$ cat config.mk
export PLATFORM = sky130hd
export DESIGN_NAME = sbtc_core
export DESIGN_NICKNAME = d
export VERILOG_FILES = /design/src/design/sbtc_pkg.sv /design/src/design/sbtc_edge_filter.sv /design/src/design/sbtc_core.sv
export SDC_FILE = /design/constraint.sdc
export NUM_CORES = 1
export LEC_CHECK = 0
export BUFFER_PORTS_ARGS = -buffer_cell sky130_fd_sc_hd__buf_2
export CAP_MARGIN = 20
export CORE_ASPECT_RATIO = 0.7
export CORE_MARGIN = 5
export CORE_UTILIZATION = 55
export CTS_CLUSTER_DIAMETER = 40
export DETAILED_ROUTE_END_ITERATION = 10
export PLACE_DENSITY = 0.72
export SLEW_MARGIN = 0
export SYNTH_ARGS = -nofsm -noshare
export SYNTH_HDL_FRONTEND = slang
export SYNTH_SLANG_ARGS = --single-unit
$ cat constraint.sdc
create_clock -name mclk -period 6.9 [get_ports mclk]
set_input_delay 0.345 -clock mclk [delete_from_list [all_inputs] [get_ports mclk]]
set_output_delay 0.345 -clock mclk [all_outputs]
set_load 0.02 [all_outputs]
$ cat src/design/sbtc_pkg.sv
// Constants and carrier types for the 16-bit timer/counter core.
// Assumes an 8-bit register port with one-cycle strobes on mclk.
package sbtc_pkg;
  // Register indices on the byte-wide register port
  localparam logic [3:0] ADDR_COUNT_LO   = 4'h0;
  localparam logic [3:0] ADDR_COUNT_HI   = 4'h1;
  localparam logic [3:0] ADDR_CMPA_LO    = 4'h2;
  localparam logic [3:0] ADDR_CMPA_HI    = 4'h3;
  localparam logic [3:0] ADDR_CMPB_LO    = 4'h4;
  localparam logic [3:0] ADDR_CMPB_HI    = 4'h5;
  localparam logic [3:0] ADDR_CAPT_LO    = 4'h6;
  localparam logic [3:0] ADDR_CAPT_HI    = 4'h7;
  localparam logic [3:0] ADDR_CTRL_A     = 4'h8;
  localparam logic [3:0] ADDR_CTRL_B     = 4'h9;
  localparam logic [3:0] ADDR_FLAGS      = 4'hA;
  localparam logic [3:0] ADDR_MASK       = 4'hB;

  // Control A fields
  localparam int CA_MODE_LSB   = 0;  // wave_mode_bit0..1
  localparam int CA_OUTB_LSB   = 4;  // output action, channel B
  localparam int CA_OUTA_LSB   = 6;  // output action, channel A
  // Control B fields
  localparam int CB_CS_LSB     = 0;  // clock_select_field
  localparam int CB_MODE2      = 3;  // wave_mode_bit2
  localparam int CB_MODE3      = 4;  // wave_mode_bit3
  localparam int CB_CAPT_SRC   = 5;  // 1: comparator_output
  localparam int CB_CAPT_EDGE  = 6;  // 1: rising edge
  localparam int CB_FILTER_EN  = 7;

  // Flag and mask bit positions
  localparam int FL_OVF   = 0;
  localparam int FL_MATCH = 1;  // channel A at 1, B at 2
  localparam int FL_CAPT  = 3;
  localparam int FL_NUM   = 4;

  localparam logic [7:0]  CTRL_RESET  = 8'h00;
  localparam logic [15:0] COUNT_MAX   = 16'hFFFF;
  localparam logic [15:0] TOP_8BIT    = 16'h00FF;
  localparam logic [15:0] TOP_9BIT    = 16'h01FF;
  localparam logic [15:0] TOP_10BIT   = 16'h03FF;
  localparam int          FILTER_DEPTH = 4;
  localparam int          PRESC_W      = 10;

  // Clock select codes
  localparam logic [2:0] CS_NONE  = 3'h0;
  localparam logic [2:0] CS_DIV1  = 3'h1;
  localparam logic [2:0] CS_DIV8  = 3'h2;
  localparam logic [2:0] CS_DIV64 = 3'h3;
  localparam logic [2:0] CS_DIV256  = 3'h4;
  localparam logic [2:0] CS_DIV1024 = 3'h5;
  localparam logic [2:0] CS_EXT_FALL = 3'h6;
  localparam logic [2:0] CS_EXT_RISE = 3'h7;

  // Output actions on a match
  localparam logic [1:0] OUT_OFF    = 2'h0;
  localparam logic [1:0] OUT_TOGGLE = 2'h1;
  localparam logic [1:0] OUT_CLEAR  = 2'h2;
  localparam logic [1:0] OUT_SET    = 2'h3;

  typedef enum logic [1:0] {TOP_FIXED_MAX, TOP_FIXED_BITS, TOP_CMPA, TOP_CAPT} sbtc_top_src_t;

  typedef struct packed {
    logic [3:0] addr;
    logic [7:0] wdata;
    logic       wr;
    logic       rd;
  } sbtc_bus_req_t;
endpackage : sbtc_pkg

$ cat src/design/sbtc_edge_filter.sv
// Input conditioner: two-flop synchroniser, optional four-sample
// noise filter and edge detector with selectable polarity.
// Assumes din is asynchronous to mclk; rst_n already synchronised.
`timescale 1ns/1ns
module sbtc_edge_filter (
  // Clock and reset
  input  wire logic mclk,
  input  wire logic rst_n,
  // Control
  input  wire logic filter_en,
  input  wire logic rise_sel,
  // Signal
  input  wire logic din,
  output logic      edge_pulse
);
  logic                            sync1_reg;
  logic                            sync2_reg;
  logic [sbtc_pkg::FILTER_DEPTH-1:0] hist_reg;
  logic                            filt_reg;
  logic                            prev_reg;
  logic                            level;

  always_ff @(posedge mclk or negedge rst_n) begin
    if (!rst_n) begin
      sync1_reg <= 1'b0;
      sync2_reg <= 1'b0;
    end else begin
      sync1_reg <= din;
      sync2_reg <= sync1_reg;
    end
  end

  // Filtered level moves only once all samples agree
  always_ff @(posedge mclk or negedge rst_n) begin
    if (!rst_n) begin
      hist_reg <= '0;
      filt_reg <= 1'b0;
    end else begin
      hist_reg <= {hist_reg[sbtc_pkg::FILTER_DEPTH-2:0], sync2_reg};
      if (&hist_reg)
        filt_reg <= 1'b1;
      else if (~|hist_reg)
        filt_reg <= 1'b0;
    end
  end

  assign level = filter_en ? filt_reg : sync2_reg;

  always_ff @(posedge mclk or negedge rst_n) begin
    if (!rst_n) begin
      prev_reg   <= 1'b0;
      edge_pulse <= 1'b0;
    end else begin
      prev_reg   <= level;
      edge_pulse <= rise_sel ? (level & ~prev_reg) : (~level & prev_reg);
    end
  end
endmodule : sbtc_edge_filter

$ cat src/design/sbtc_core.sv
// 16-bit timer/counter core: prescaler, counter, two compare channels
// with waveform outputs, input capture and flag/mask registers.
// Assumes a byte-wide register port on mclk; pins are asynchronous.
//
// Overview of operation
// - Count, compares, capture are 16-bit, two-byte access
// - Control registers A, B plain 8-bit
// - Four sources: overflow, match A, B, capture
// - Every request visible in the flag register
// - Each request gated by its mask bit
// - Clock select picks prescaler or pin edge
// - No clock source means no counting
// - Compares double-buffered in PWM, compared every timer tick except in a count write cycle and on the next tick
// - Compare drives PWM or frequency output
// - Match sets channel flag, may request interrupt
// - Capture copies count on pin/comparator edge
// - Selectable noise filter on capture input
// - TOP from compare A, capture or fixed
// - Compare A as PWM TOP: no A waveform
// - Compare A as PWM TOP stays double-buffered
// - Signal BOTTOM at zero, TOP at highest
// - Mode field from control A and B bits
// - Clock select zero stops; count still accessible
// - Low-byte read latches high; low write commits
// - CPU count write beats clear or count
// - Capture flag set with capture copy
//
// The placing of the registers and the address-and-strobe port were chosen for this implementation.
`timescale 1ns/1ns
module sbtc_core (
  // Clock and reset
  input  wire logic                   mclk,
  input  wire logic                   reset_n,
  // Register port
  input  wire sbtc_pkg::sbtc_bus_req_t bus_req,
  output logic [7:0]                  rdata,
  // Pins and comparator
  input  wire logic                   external_count_pin,
  input  wire logic                   capture_input_pin,
  input  wire logic                   comparator_output,
  output logic                        wave_out_a,
  output logic                        wave_oe_a,
  output logic                        wave_out_b,
  output logic                        wave_oe_b,
  // Interrupt requests and vector acknowledge
  output logic [3:0]                  irq_req,
  input  wire logic [3:0]             irq_ack
);
  logic        rst_meta_reg;
  logic        rst_n;
  logic [7:0]  ctrl_a_reg;
  logic [7:0]  ctrl_b_reg;
  logic [7:0]  temp_reg;
  logic [15:0] count_value;
  logic [15:0] capture_value;
  logic [15:0] cmp_buf [2];
  logic [15:0] cmp_act [2];
  logic [1:0]  out_act [2];
  logic [1:0]  wave_reg;
  logic [3:0]  timer_flag_register;
  logic [3:0]  timer_mask_register;
  logic [sbtc_pkg::PRESC_W-1:0] presc_reg;
  logic        count_up_reg;
  logic        block_match_reg;
  logic [3:0]  wave_mode;
  logic [2:0]  clock_select_field;
  logic        timer_tick;
  logic        ext_edge;
  logic        capt_edge;
  logic        capt_evt;
  logic        is_pwm;
  logic        dual_slope;
  logic        upd_at_bottom;
  sbtc_pkg::sbtc_top_src_t top_src;
  logic [15:0] fixed_top;
  logic [15:0] top_value;
  logic        at_top;
  logic        at_bottom;
  logic        ovf_evt;
  logic        buf_upd;
  logic [1:0]  match_evt;
  logic        wr_count;
  logic        wr_capt;
  logic [3:0]  flag_clr;
  logic [3:0]  flag_set;

  // Reset released through two flops
  always_ff @(posedge mclk or negedge reset_n) begin
    if (!reset_n) begin
      rst_meta_reg <= 1'b0;
      rst_n        <= 1'b0;
    end else begin
      rst_meta_reg <= 1'b1;
      rst_n        <= rst_meta_reg;
    end
  end

  assign wave_mode          = {ctrl_b_reg[sbtc_pkg::CB_MODE3], ctrl_b_reg[sbtc_pkg::CB_MODE2],
                               ctrl_a_reg[sbtc_pkg::CA_MODE_LSB+1 -: 2]};
  assign clock_select_field = ctrl_b_reg[sbtc_pkg::CB_CS_LSB +: 3];
  assign out_act[0]         = ctrl_a_reg[sbtc_pkg::CA_OUTA_LSB +: 2];
  assign out_act[1]         = ctrl_a_reg[sbtc_pkg::CA_OUTB_LSB +: 2];

  // Mode decode: TOP source and count shape per waveform mode
  always_comb begin
    is_pwm        = 1'b1;
    dual_slope    = 1'b0;
    upd_at_bottom = 1'b0;
    top_src       = sbtc_pkg::TOP_FIXED_BITS;
    fixed_top     = sbtc_pkg::COUNT_MAX;
    case (wave_mode)
      4'h0, 4'hD: begin
        is_pwm  = 1'b0;
        top_src = sbtc_pkg::TOP_FIXED_MAX;
      end
      4'h4: begin
        is_pwm  = 1'b0;
        top_src = sbtc_pkg::TOP_CMPA;
      end
      4'hC: begin
        is_pwm  = 1'b0;
        top_src = sbtc_pkg::TOP_CAPT;
      end
      4'h1, 4'h5: fixed_top = sbtc_pkg::TOP_8BIT;
      4'h2, 4'h6: fixed_top = sbtc_pkg::TOP_9BIT;
      4'h3, 4'h7: fixed_top = sbtc_pkg::TOP_10BIT;
      4'h8, 4'hA, 4'hE: top_src = sbtc_pkg::TOP_CAPT;
      4'h9, 4'hB, 4'hF: top_src = sbtc_pkg::TOP_CMPA;
      default: top_src = sbtc_pkg::TOP_FIXED_MAX;
    endcase
    if (wave_mode inside {4'h1, 4'h2, 4'h3, 4'h8, 4'h9, 4'hA, 4'hB})
      dual_slope = 1'b1;
    if (wave_mode inside {4'h8, 4'h9})
      upd_at_bottom = 1'b1;
  end

  // TOP taken from compare A, capture or a fixed value
  always_comb begin
    case (top_src)
      sbtc_pkg::TOP_CMPA:       top_value = cmp_act[0];
      sbtc_pkg::TOP_CAPT:       top_value = capture_value;
      sbtc_pkg::TOP_FIXED_BITS: top_value = fixed_top;
      default:                  top_value = sbtc_pkg::COUNT_MAX;
    endcase
  end

  assign at_top    = (count_value == top_value);
  assign at_bottom = (count_value == 16'h0000);

  // Free-running prescaler shared by the divided selections
  always_ff @(posedge mclk or negedge rst_n) begin
    if (!rst_n)
      presc_reg <= '0;
    else
      presc_reg <= presc_reg + 10'h001;
  end

  sbtc_edge_filter u_ext_edge (
    .mclk       (mclk),
    .rst_n      (rst_n),
    .filter_en  (1'b0),
    .rise_sel   (clock_select_field[0]),
    .din        (external_count_pin),
    .edge_pulse (ext_edge)
  );

  // Source and edge of the timer tick; zero selects no source
  always_comb begin
    case (clock_select_field)
      sbtc_pkg::CS_NONE:     timer_tick = 1'b0;
      sbtc_pkg::CS_DIV1:     timer_tick = 1'b1;
      sbtc_pkg::CS_DIV8:     timer_tick = &presc_reg[2:0];
      sbtc_pkg::CS_DIV64:    timer_tick = &presc_reg[5:0];
      sbtc_pkg::CS_DIV256:   timer_tick = &presc_reg[7:0];
      sbtc_pkg::CS_DIV1024:  timer_tick = &presc_reg[9:0];
      sbtc_pkg::CS_EXT_FALL, sbtc_pkg::CS_EXT_RISE: timer_tick = ext_edge;
      default:               timer_tick = 1'b0;
    endcase
  end

  // Bus decode
  assign wr_count = bus_req.wr && (bus_req.addr == sbtc_pkg::ADDR_COUNT_LO);
  // Capture is writable only while it defines TOP
  assign wr_capt  = bus_req.wr && (bus_req.addr == sbtc_pkg::ADDR_CAPT_LO) &&
                    (top_src == sbtc_pkg::TOP_CAPT);

  // Control registers, no access sequence
  always_ff @(posedge mclk or negedge rst_n) begin
    if (!rst_n) begin
      ctrl_a_reg <= sbtc_pkg::CTRL_RESET;
      ctrl_b_reg <= sbtc_pkg::CTRL_RESET;
      timer_mask_register <= '0;
    end else if (bus_req.wr) begin
      if (bus_req.addr == sbtc_pkg::ADDR_CTRL_A)
        ctrl_a_reg <= bus_req.wdata;
      if (bus_req.addr == sbtc_pkg::ADDR_CTRL_B)
        ctrl_b_reg <= bus_req.wdata;
      if (bus_req.addr == sbtc_pkg::ADDR_MASK)
        timer_mask_register <= bus_req.wdata[3:0];
    end
  end

  // Shared high-byte temporary: high writes land here, low reads fill it
  always_ff @(posedge mclk or negedge rst_n) begin
    if (!rst_n)
      temp_reg <= 8'h00;
    else if (bus_req.wr && bus_req.addr inside {sbtc_pkg::ADDR_COUNT_HI, sbtc_pkg::ADDR_CMPA_HI,
                                               sbtc_pkg::ADDR_CMPB_HI, sbtc_pkg::ADDR_CAPT_HI})
      temp_reg <= bus_req.wdata;
    else if (bus_req.rd && bus_req.addr == sbtc_pkg::ADDR_COUNT_LO)
      temp_reg <= count_value[15:8];
    else if (bus_req.rd && bus_req.addr == sbtc_pkg::ADDR_CAPT_LO)
      temp_reg <= capture_value[15:8];
  end

  // Counter; a CPU write wins over count and clear
  always_ff @(posedge mclk or negedge rst_n) begin
    if (!rst_n) begin
      count_value  <= 16'h0000;
      count_up_reg <= 1'b1;
    end else if (wr_count) begin
      count_value <= {temp_reg, bus_req.wdata};
    end else if (timer_tick) begin
      if (!dual_slope) begin
        count_value <= at_top ? 16'h0000 : count_value + 16'h0001;
        count_up_reg <= 1'b1;
      end else if (count_up_reg) begin
        if (at_top) begin
          count_up_reg <= 1'b0;
          count_value  <= count_value - 16'h0001;
        end else begin
          count_value  <= count_value + 16'h0001;
        end
      end else begin
        if (at_bottom) begin
          count_up_reg <= 1'b1;
          count_value  <= count_value + 16'h0001;
        end else begin
          count_value  <= count_value - 16'h0001;
        end
      end
    end
  end

  // A count write suppresses matching on the next tick
  always_ff @(posedge mclk or negedge rst_n) begin
    if (!rst_n)
      block_match_reg <= 1'b0;
    else if (wr_count)
      block_match_reg <= 1'b1;
    else if (timer_tick)
      block_match_reg <= 1'b0;
  end

  // Overflow: at MAX when not PWM, at TOP single slope, at BOTTOM dual slope
  assign ovf_evt = timer_tick && !wr_count &&
                   (!is_pwm ? (count_value == sbtc_pkg::COUNT_MAX) :
                    dual_slope ? (at_bottom && !count_up_reg) : at_top);
  // Active compare values follow buffers at once, or at TOP/BOTTOM in PWM
  assign buf_upd = !is_pwm || (timer_tick && (upd_at_bottom ? at_bottom : at_top));

  // Two compare channels with their waveform outputs
  for (genvar ch = 0; ch < 2; ch++) begin : g_chan
    logic wr_lo;
    assign wr_lo = bus_req.wr &&
                   (bus_req.addr == (ch == 0 ? sbtc_pkg::ADDR_CMPA_LO : sbtc_pkg::ADDR_CMPB_LO));

    always_ff @(posedge mclk or negedge rst_n) begin
      if (!rst_n) begin
        cmp_buf[ch] <= 16'h0000;
        cmp_act[ch] <= 16'h0000;
      end else begin
        if (wr_lo)
          cmp_buf[ch] <= {temp_reg, bus_req.wdata};
        if (buf_upd)
          cmp_act[ch] <= wr_lo ? {temp_reg, bus_req.wdata} : cmp_buf[ch];
      end
    end

    // Compared with the count on every timer tick except in a count write cycle and on the next tick
    assign match_evt[ch] = timer_tick && !block_match_reg && !wr_count &&
                           (count_value == cmp_act[ch]);

    // Waveform: toggle/clear/set on match, PWM reset at TOP or on down-match
    always_ff @(posedge mclk or negedge rst_n) begin
      if (!rst_n) begin
        wave_reg[ch] <= 1'b0;
      end else if (ch == 0 && is_pwm && top_src == sbtc_pkg::TOP_CMPA) begin
        wave_reg[ch] <= wave_reg[ch];
      end else if (!is_pwm) begin
        if (match_evt[ch]) begin
          case (out_act[ch])
            sbtc_pkg::OUT_TOGGLE: wave_reg[ch] <= ~wave_reg[ch];
            sbtc_pkg::OUT_CLEAR:  wave_reg[ch] <= 1'b0;
            sbtc_pkg::OUT_SET:    wave_reg[ch] <= 1'b1;
            default:              wave_reg[ch] <= wave_reg[ch];
          endcase
        end
      end else if (out_act[ch][1]) begin
        if (match_evt[ch])
          wave_reg[ch] <= (dual_slope && !count_up_reg) ? ~out_act[ch][0] : out_act[ch][0];
        else if (!dual_slope && timer_tick && at_top)
          wave_reg[ch] <= ~out_act[ch][0];
      end
    end
  end

  sbtc_edge_filter u_capt_edge (
    .mclk       (mclk),
    .rst_n      (rst_n),
    .filter_en  (ctrl_b_reg[sbtc_pkg::CB_FILTER_EN]),
    .rise_sel   (ctrl_b_reg[sbtc_pkg::CB_CAPT_EDGE]),
    .din        (ctrl_b_reg[sbtc_pkg::CB_CAPT_SRC] ? comparator_output : capture_input_pin),
    .edge_pulse (capt_edge)
  );

  // Capture is off while the capture register defines TOP
  assign capt_evt = capt_edge && (top_src != sbtc_pkg::TOP_CAPT);

  always_ff @(posedge mclk or negedge rst_n) begin
    if (!rst_n)
      capture_value <= 16'h0000;
    else if (capt_evt)
      capture_value <= count_value;
    else if (wr_capt)
      capture_value <= {temp_reg, bus_req.wdata};
  end

  // Flags: set wins over clear by one-write or vector acknowledge
  assign flag_set = {capt_evt, match_evt[1], match_evt[0], ovf_evt};
  assign flag_clr = irq_ack |
                    ((bus_req.wr && bus_req.addr == sbtc_pkg::ADDR_FLAGS) ? bus_req.wdata[3:0] : 4'h0);

  always_ff @(posedge mclk or negedge rst_n) begin
    if (!rst_n)
      timer_flag_register <= '0;
    else
      timer_flag_register <= (timer_flag_register & ~flag_clr) | flag_set;
  end

  // Requests gated per source by the mask
  always_ff @(posedge mclk or negedge rst_n) begin
    if (!rst_n)
      irq_req <= 4'h0;
    else
      irq_req <= timer_flag_register & timer_mask_register;
  end

  // Pin outputs; enable follows a non-off output action
  always_ff @(posedge mclk or negedge rst_n) begin
    if (!rst_n) begin
      wave_out_a <= 1'b0;
      wave_oe_a  <= 1'b0;
      wave_out_b <= 1'b0;
      wave_oe_b  <= 1'b0;
    end else begin
      wave_out_a <= wave_reg[0];
      wave_oe_a  <= (out_act[0] != sbtc_pkg::OUT_OFF);
      wave_out_b <= wave_reg[1];
      wave_oe_b  <= (out_act[1] != sbtc_pkg::OUT_OFF);
    end
  end

  // Read data one cycle after the strobe; unmapped reads as zero
  always_ff @(posedge mclk or negedge rst_n) begin
    if (!rst_n) begin
      rdata <= 8'h00;
    end else if (bus_req.rd) begin
      case (bus_req.addr)
        sbtc_pkg::ADDR_COUNT_LO: rdata <= count_value[7:0];
        sbtc_pkg::ADDR_CMPA_LO:  rdata <= cmp_buf[0][7:0];
        sbtc_pkg::ADDR_CMPA_HI:  rdata <= cmp_buf[0][15:8];
        sbtc_pkg::ADDR_CMPB_LO:  rdata <= cmp_buf[1][7:0];
        sbtc_pkg::ADDR_CMPB_HI:  rdata <= cmp_buf[1][15:8];
        sbtc_pkg::ADDR_CAPT_LO:  rdata <= capture_value[7:0];
        sbtc_pkg::ADDR_COUNT_HI, sbtc_pkg::ADDR_CAPT_HI: rdata <= temp_reg;
        sbtc_pkg::ADDR_CTRL_A:   rdata <= ctrl_a_reg;
        sbtc_pkg::ADDR_CTRL_B:   rdata <= ctrl_b_reg;
        sbtc_pkg::ADDR_FLAGS:    rdata <= {4'h0, timer_flag_register};
        sbtc_pkg::ADDR_MASK:     rdata <= {4'h0, timer_mask_register};
        default:                 rdata <= 8'h00;
      endcase
    end else begin
      rdata <= 8'h00;
    end
  end
endmodule : sbtc_core

==> metrics.md, run 1 <==
| Metric | Value |
|---|---|
| CP cell instances | nor2b_1 > buf_4 > o22ai_1 > o2bb2ai_1 > nor4bb_1 > nand4b_1 > nor3_2 > a21oi_4 > buf_4 > mux2_4 |
| Worst path bufs/invs | 2 |
| Critical path class | reg2reg |
| Post-synthesis sequential area ratio | 0.419 |
| CTS tree | done |
| Regs by FF count | cmp_act x32, cmp_buf x32 |
| Reg power frac | 0.415 |
| I/O pins | 39 |
| RR Endpoint | cmp_act[29] |
| R2R Path Start | ctrl_b_reg[3] |
| Critical path depth in cells | 10 |
| H-tree levels | 4 |
| Min-delay worst type | in2reg |
| Worst stage delay on the critical path | 810 ps |
| Die Ht | 125 um |
| Final #Nets | 1,091 |
| Tightest Pin Transition | 1040 ps |
| Fin. max-slew vios | 0 |
| YS warnings | 0 |
| CP Capture Type | register |
| Clock share of power | 0.216 |
| Vias in the first global route | 8,272 |
| Setup TNS | 0 ps |
| Layout area overhead | 8.23% |
| Pwr/cell area | 404 nW/um^2 |
| Register bit count reported by yosys | 173 |
| # port buffers | 38 |
| ANT cells | 0 |
| Clk buf depth | 2 |
| RSZ-0062 raised after global routing | no |
| Achievable frequency | approximately 260 MHz |
| RePlAce Congestion | 0.962 |
| Reg2Reg Depth | 10 |
| Crit Path Max Fanout | 34 |
| Psw | 1.94 mW |
| Vias | 8,971 |
| Register Area | 4330 um^2 |
| Top_reg_cell synth | dfrtp_1 |
| CP delay by family, top | simple AND/OR/NAND/NOR gates |
| Setup crit start | ctrl_b_reg[3] |
| Final Core Density | 0.614 |
| Status | complete, no violations |
| Final Hold Fails | 0 |
| Die area | 21,700 um^2 |
| Leakage | 4.85 nW |
| Initial antenna violation count | 0 |
| Switch share | 0.430 |
| DRT antenna net count | 0 |
| Maxcap violations | 0 |
| VDD IR max | roughly 0.21 mV |
| Wire length per cell | 25.8 um |
| Setup crit end | cmp_act[29] |
| Filler cell count | between 1k and 1.5k |
| Std-Cell Rows | 41 |
| Avg Cell Area, Syn | 9.71 um^2 |
| Clock sinks | 173 |
| # setup viols final | 0 |
| Top cell type's share of synthesized area | 0.417 |
| First-pass GRT wire length | 52.3 mm |
| Vias per inst | about 6.9 |
| Layout cell share with drive strength beyond 1 | 0.188 |
| Arrival time worst endpoint | 4200 ps |
| CP max stage cell | dfrtp_1 |
| Post-synth EDFFs | 0 |
| Post-DP HPWL | 23.8 mm |
| Post-synth top area cell | dfrtp_1 |
| Worst reg-to-reg setup slack | between 3000 and 4000 ps |
| Core Region | around 18,000 um^2 |
| Post-CTS Resized | 0 |
| Post-synthesis net count | about 1.1k |
| Largest net degree at the start of global routing | 66 |
| Internal | 2.58 mW |
| Crit start category | register |
| Multi-input logic area | 5540 um^2 |
| Slew Limit Headroom | 0.306 |
| Most used cell along the critical path | buf_4 |
| Worst-Skew Late Latency | 440 ps |
| Synthesized cell area | 10,300 um^2 |
| Final Cycle Share | 0.562 |
| Crit path time final | 3880 ps |
| Clock Skew | 14.4 ps |
| CTS buffer count | 17 |
| GR Util All Layers | 0.312 |
| Placement-stage worst setup slack | 2610 ps |
| Root Driver | clkbuf_16 |
| DRT Wirelength | around 34 mm |
| Critical path required time | between 7000 and 8000 ps |
| Asr flop ratio synth | 1.00 |
| Cell count after synthesis | 1,063 |
| Fin worst setup slack | 3020 ps |
| Largest cells by area after synthesis | dfrtp_1 (42%), mux2_2 (5.9%), mux2_4 (3.8%) |
| DRC violations left | 0 |
| Clock slew at reported path FFs | about 80 ps |
| Synth cell types | 86 |
| Initial Utilization | 0.567 |
| Comb pwr share | 0.369 |
| Die width | 174 um |
| DRT Pass-1 Iters | 6 |
| Total grt overflow | 0 |
| DRT iter0 DRCs | 1,387 |
## cell type report
class | count | area share
flip-flops and latches | 173 | 0.388
clock buffers | 18 | 0.0384
inverters | 24 | 0.00806
repair buffers | 53 | 0.0277
multi-input cells | 790 | 0.496
well taps | 236 | 0.0264
clock inverters | 14 | 0.0155
## worst min path at each step
stage | from | endpoint | slack (ps) | cells past startpoint
2_1_floorplan | reset_n | rst_meta_reg | 50 | 0
3_3_place_gp | reset_n | rst_meta_reg | 130 | 1
3_5_place_dp | reset_n | rst_meta_reg | 130 | 1
4_1_cts | comparator_output | u_capt_edge.sync1_reg | 120 | 2
5_1_grt | comparator_output | u_capt_edge.sync1_reg | 120 | 2
6_report | comparator_output | u_capt_edge.sync1_reg | 130 | 2
## power groups by stage
stage | registers, mW | logic [mW] | clock network, mW
finish | 1.88 | 1.67 | 0.976
global route | 1.90 | 1.81 | 1.03
CTS | 1.84 | 1.62 | 0.984
detailed placement | 1.86 | 1.61 | 0
global placement | 1.86 | 1.57 | 0
floorplan | 1.55 | 1.39 | 0
## stage by stage
step	power [mW]	instances	area, um^2	hold slack (ps)
after global placement	3.43	1271	10500	130
final	4.52	1308	11200	130
after global routing	4.74	1308	11200	119
after CTS	4.44	1305	11200	123
after floorplan	2.94	1063	10300	49.4
after detailed placement	3.46	1271	10500	131
## per-layer routing
layer / vias to the layer above / wire, um / GRT usage
li1: 3882 / - / -
met1: 4407 / 15000 / 0.484
met2: 625 / 13500 / 0.416
met3: 57 / 4570 / 0.105
met4: 0 / 704 / 0.0717
met5: - / 0 / 0
## placed cells by master (no fill, tap or decap), drive strengths merged, types with 10 or more instances in the layout
cell type  Yosys  routed
a21oi         41      41
a221oi        10      10
a22oi         12      12
a31oi         20      20
and2          10      10
and3          18      18
buf           29      50
clkbuf        47      19
dfrtp        172     172
inv           24      30
mux2          85      85
mux2i         25      25
nand2         94      94
nand2b        26      26
nand3         36      36
nand4         11      11
nor2          74      74
nor2b         15      15
nor3          29      29
nor4          11      11
o21ai         61      61
o221a         13      13
o221ai        10      10
o22ai         16      16
xnor2         20      20
xor2          30      30
## cell usage after synthesis (9+ instances only)
library cell  count
a21oi_1          38
a221oi_1         10
a22oi_1          12
a31oi_1          20
and2_1           10
and3_1           18
buf_2             9
clkbuf_1         47
dfrtp_1         172
ha_1              9
inv_1            24
mux2_2           54
mux2_4           26
mux2i_1          25
nand2_1          93
nand2b_1         26
nand3_1          35
nand4_1          11
nor2_1           71
nor2b_1          15
nor3_1           28
nor4_1           11
o21ai_0          52
o221a_2          13
o221ai_1         10
o22ai_1          16
or3_1             9
xnor2_1          20
xor2_1           30
## cell families after synthesis
logic type               count (synthesis)  share of synthesized area
AO/OA/AOI/OAI                          254                      0.172
XOR/XNOR                                50                     0.0424
adder cells (fa/ha/maj)                  9                     0.0109
buffers and inverters                  100                     0.0440
flip-flops                             173                      0.419
multiplexers                           111                      0.129
other                                    1                   0.000363
AND/OR/NAND/NOR                        365                      0.182
## timing repair
item / 4_1_cts / 5_1_grt
hold buffers: 2 / 0
endpoints found under the hold margin: 3 / 0
buffers inserted: 0 / 0
Note: power is estimated with default switching activity, not from simulation.
==> inputs of run 2 (changes only) <==
--- a/config.mk
+++ b/config.mk
@@ -5,6 +5,7 @@
 export SDC_FILE = /design/constraint.sdc
 export NUM_CORES = 1
 export LEC_CHECK = 0
+export ABC_AREA = 1
 export BUFFER_PORTS_ARGS = -buffer_cell sky130_fd_sc_hd__buf_2
 export CAP_MARGIN = 20
 export CORE_ASPECT_RATIO = 0.7
@@ -12,7 +13,7 @@
 export CORE_UTILIZATION = 55
 export CTS_CLUSTER_DIAMETER = 40
 export DETAILED_ROUTE_END_ITERATION = 10
-export PLACE_DENSITY = 0.72
+export PLACE_DENSITY = 0.75
 export SLEW_MARGIN = 0
 export SYNTH_ARGS = -nofsm -noshare
 export SYNTH_HDL_FRONTEND = slang
==> constraint.sdc (replaced) <==
create_clock -name mclk -period 3.35 [get_ports mclk]
set_input_delay 0.1675 -clock mclk [delete_from_list [all_inputs] [get_ports mclk]]
set_output_delay 0.1675 -clock mclk [all_outputs]
set_load 0.02 [all_outputs]
==> metrics.md, run 2 <==
| Metric | Value |
|---|---|
| Count leader, synth | nand2_1 |
| Crit start category | register |
| CP Capture Type | register |
| CP cell instances | inv_1 > nand2_2 > nand2_4 > nand2_1 > nand2_4 > nand3_1 > nand2_1 > nand2_1 > nor2_1 > nand2_1 > nor2_2 > nand2_2 > buf_4 > nand2_1 > nand3_1 > nand2_1 > nand3_1 > nand2_1 |
| DRT Pass-1 Iters | 6 (unchanged) |
| Maxcap violations | 0 (unchanged) |
| # setup viols final | 0 (unchanged) |
| Synth cell types | 45 (-48%) |
| Min-delay worst type | in2async |
| Fin worst setup slack | 424 ps (-2600 ps) |
| Final #Nets | 1,369 (+25%) |
| Cell count after synthesis | 1,302 (+22%) |
| Worst reg-to-reg setup slack | 420 ps (-2600 ps) |
| Post-synthesis sequential area ratio | 0.439 (+0.0199) |
| Filler cell count | 1,566 (+5.4%) |
| Vias per inst | 6.02 (-12%) |
| CP max stage cell | dfrtp_1 |
| Achievable frequency | 342 MHz (+32%) |
| ANT cells | 0 (unchanged) |
| Reg2Reg Depth | 18 (+8) |
| Multi-input logic area | 4760 um^2 (-14%) |
| Register bit count reported by yosys | 173 (unchanged) |
| Clock sinks | 173 (unchanged) |
| Final Cycle Share | 0.873 (+0.312) |
| Mux contribution to synthesized area | 0.00216 (-0.126) |
| Setup crit end | count_value[1] |
| Pwr/cell area | 845 nW/um^2 (+110%) |
| Fin. max-slew vios | 0 (unchanged) |
| Arrival time worst endpoint | 3320 ps (-880 ps) |
| Crit Path Max Fanout | 26 (-24%) |
| Layout area overhead | 11.8% |
| Regs by FF count | cmp_act x32, cmp_buf x32 |
| Post-synth EDFFs | 0 (unchanged) |
| Die Ht | 122 um (-2.1%) |
| Core Region | 17,800 um^2 (-2.3%) |
| Design Power | 9.31 mW (+110%) |
| DRT Wirelength | 33.8 mm (about the same) |
| Final Hold Fails | 0 (unchanged) |
| Clk buf depth | 2 (unchanged) |
| Top_reg_cell synth | dfrtp_1 |
| Critical path required time | 3750 ps (-3480 ps) |
| First-pass GRT wire length | 52.4 mm (+0.13%) |
| Largest family of logic cells by synthesized area | simple AND/OR/NAND/NOR gates |
| Setup TNS | 0 ps (unchanged) |
| Most frequent cells after synthesis | nand2_1 (364), dfrtp_1 (172), nand3_1 (131) |
| Post-DP HPWL | 24.9 mm (+4.3%) |
| Leakage | 5.50 nW (+14%) |
| RePlAce Congestion | 0.989 (+2.8%) |
| GR Util All Layers | 0.336 (+0.0240) |
| RSZ-0062 raised after global routing | no |
| Initial antenna violation count | 1 (+1) |
| DRC violations left | 0 (unchanged) |
| Xor and xnor area share after synthesis | 0.0480 (+0.00557) |
| Root Driver | clkbuf_16 |
| Top cell type's share of synthesized area | 0.437 (+0.0198) |
| YS warnings | 0 (unchanged) |
| Std-Cell Rows | 41 (unchanged) |
| Vias in the first global route | 8,844 (+6.9%) |
| RR Endpoint | count_value[1] |
| Setup crit start | ctrl_b_reg[4] |
| Largest cells by area after synthesis | dfrtp_1 (44%), nand2_1 (14%), nand3_1 (6.7%) |
| Post-synth top area cell | dfrtp_1 |
| Wire length per cell | 21.3 um (-17%) |
| Synthesized cell area | 9860 um^2 (-4.5%) |
| Placement-stage worst setup slack | 387 ps (-2220 ps) |
| Synth Area in Compound Gates | 0.122 (-0.0501) |
| Vias | 9,549 (+6.4%) |
| # port buffers | 38 (unchanged) |
| Largest net degree at the start of global routing | 85 (+29%) |
| Most used cell along the critical path | nand2_1 |
| Most frequent cells in the layout | nand2_1 (364), dfrtp_1 (171), nand3_1 (131) |
| Clock slew at reported path FFs | 80 ps (about the same) |
| Total grt overflow | 0 (unchanged) |
| Die area | 20,700 um^2 (-4.2%) |
| CTS buffer count | 17 (unchanged) |
| Clock Skew | 16.5 ps (+2.09 ps) |
| Avg Cell Area, Syn | 7.57 um^2 (-22%) |
| Post-Synth Simple-Gate Area | 0.296 (+0.113) |
| DRT iter0 DRCs | 1,294 (-6.7%) |
| Critical path class | reg2reg |
| Layout cell share with drive strength beyond 1 | 0.105 (-0.0823) |
| I/O pins | 39 (unchanged) |
| CTS tree | done |
| R2R Path Start | ctrl_b_reg[4] |
| DRT antenna net count | 0 (unchanged) |
| H-tree levels | 4 (unchanged) |
| Crit path time final | 2930 ps (-949 ps) |
| Initial Utilization | 0.554 (-0.0132) |
| Post-synthesis net count | 1,334 (+22%) |
| Status | complete, no violations |
| Register Area | 4330 um^2 (unchanged) |
| Slew Limit Headroom | 0.539 (+0.234) |
| Tightest Pin Transition | 691 ps (-346 ps) |
| VDD IR max | 0.402 mV (+87%) |
| Asr flop ratio synth | 1.00 (unchanged) |
| Worst-Skew Late Latency | 450 ps (about the same) |
| Post-Synth Adder-Cell Area | 0.0114 (+0.000518) |
| Worst stage delay on the critical path | 520 ps (-290 ps) |
| Commonest non-fill, non-tap cell in the layout | nand2_1 |
| Die width | 170 um (-2.2%) |
run 2: changes by cell type in the layout (fill, tap and decap cells not counted), moves of 15 or more:
cell      previous run  this run
nor3_1              28        10
mux2i_1             25         1
buf_4               11        26
mux2_2              54         1
nand3_1             35       131
nand2b_1            26         0
mux2_4              26         0
inv_1               24       125
and3_1              18         0
nor2b_1             15         0
nand2_1             93       364
nor2_1              71       103
o21ai_0             52       105
a21oi_1             38        20
run 2: worst min path at each step:
stage / slack [ps] / cells past startpoint / from / end
floorplan: -130 / 0 / reset_n / rst_meta_reg
global placement: -50 / 1 / reset_n / rst_meta_reg
detailed placement: -50 / 1 / reset_n / rst_meta_reg
CTS: 30 / 2 / reset_n / rst_meta_reg
global route: 30 / 2 / reset_n / rst_meta_reg
finish: 20 / 2 / reset_n / rst_meta_reg
run 2: logic make-up (layout without fill, tap and decap cells):
group / Yosys count / count (layout)
and+or+nand+nor: 669 / 669
AOI/OAI and AO/OA: 205 / 205
DFF: 173 / 173
xor gates and xnor gates: 54 / 54
adders and majority gates: 9 / 9
muxes: 2 / 2
buffers and inverters: 189 / 237
other: 1 / 1
run 2: per-stage QoR:
| stage | util | cells | hold WS (ps) | area (um^2) |
|---|---|---|---|---|
| floorplan | - | 1302 | -128 | 9860 |
| global placement | 0.577 | 1545 | -47.7 | 10300 |
| detailed placement | 0.577 | 1545 | -45.7 | 10300 |
| CTS | 0.619 | 1586 | 26.2 | 11000 |
| global route | 0.619 | 1586 | 30.5 | 11000 |
| finish | 0.619 | 1586 | 23.9 | 11000 |
run 2: report_power, final:
part	internal [mW]	switching (mW)
clock	1.05	1.08
sequential	2.70	0.840
combinational	1.24	2.40
total	4.99	4.33
run 2: worst max-delay path: cells and delay by family, from the launching register on:
| family | cells | cell delay (ps) |
|---|---|---|
| buffers and inverters | 2 | 440 |
| AND/OR/NAND/NOR | 16 | 1890 |
| flip-flops | 1 | 520 |
run 2: timing repair:
item,CTS,global route
setup endpoints to repair,0,1
hold buffers,9,0
buffers inserted,0,0
hold endpoints to repair,8,0
gates resized for setup,0,1
run 2: layout make-up:
class	instances	area share
Multi-Input combinational cell	940	0.432
Sequential cell	173	0.393
Timing Repair Buffer	74	0.0450
Inverter	131	0.0446
Clock buffer	17	0.0386
Tap cell	236	0.0268
Clock inverter	15	0.0197
run 2: metal layers:
layer	part of all wire	vias to the layer above	GRT usage	wire length, um
li1	-	4343	-	-
met2	0.39	651	0.447	13300
met5	0	-	0	0
met3	0.16	98	0.142	5350
met1	0.42	4457	0.493	14100
met4	0.032	0	0.108	1070
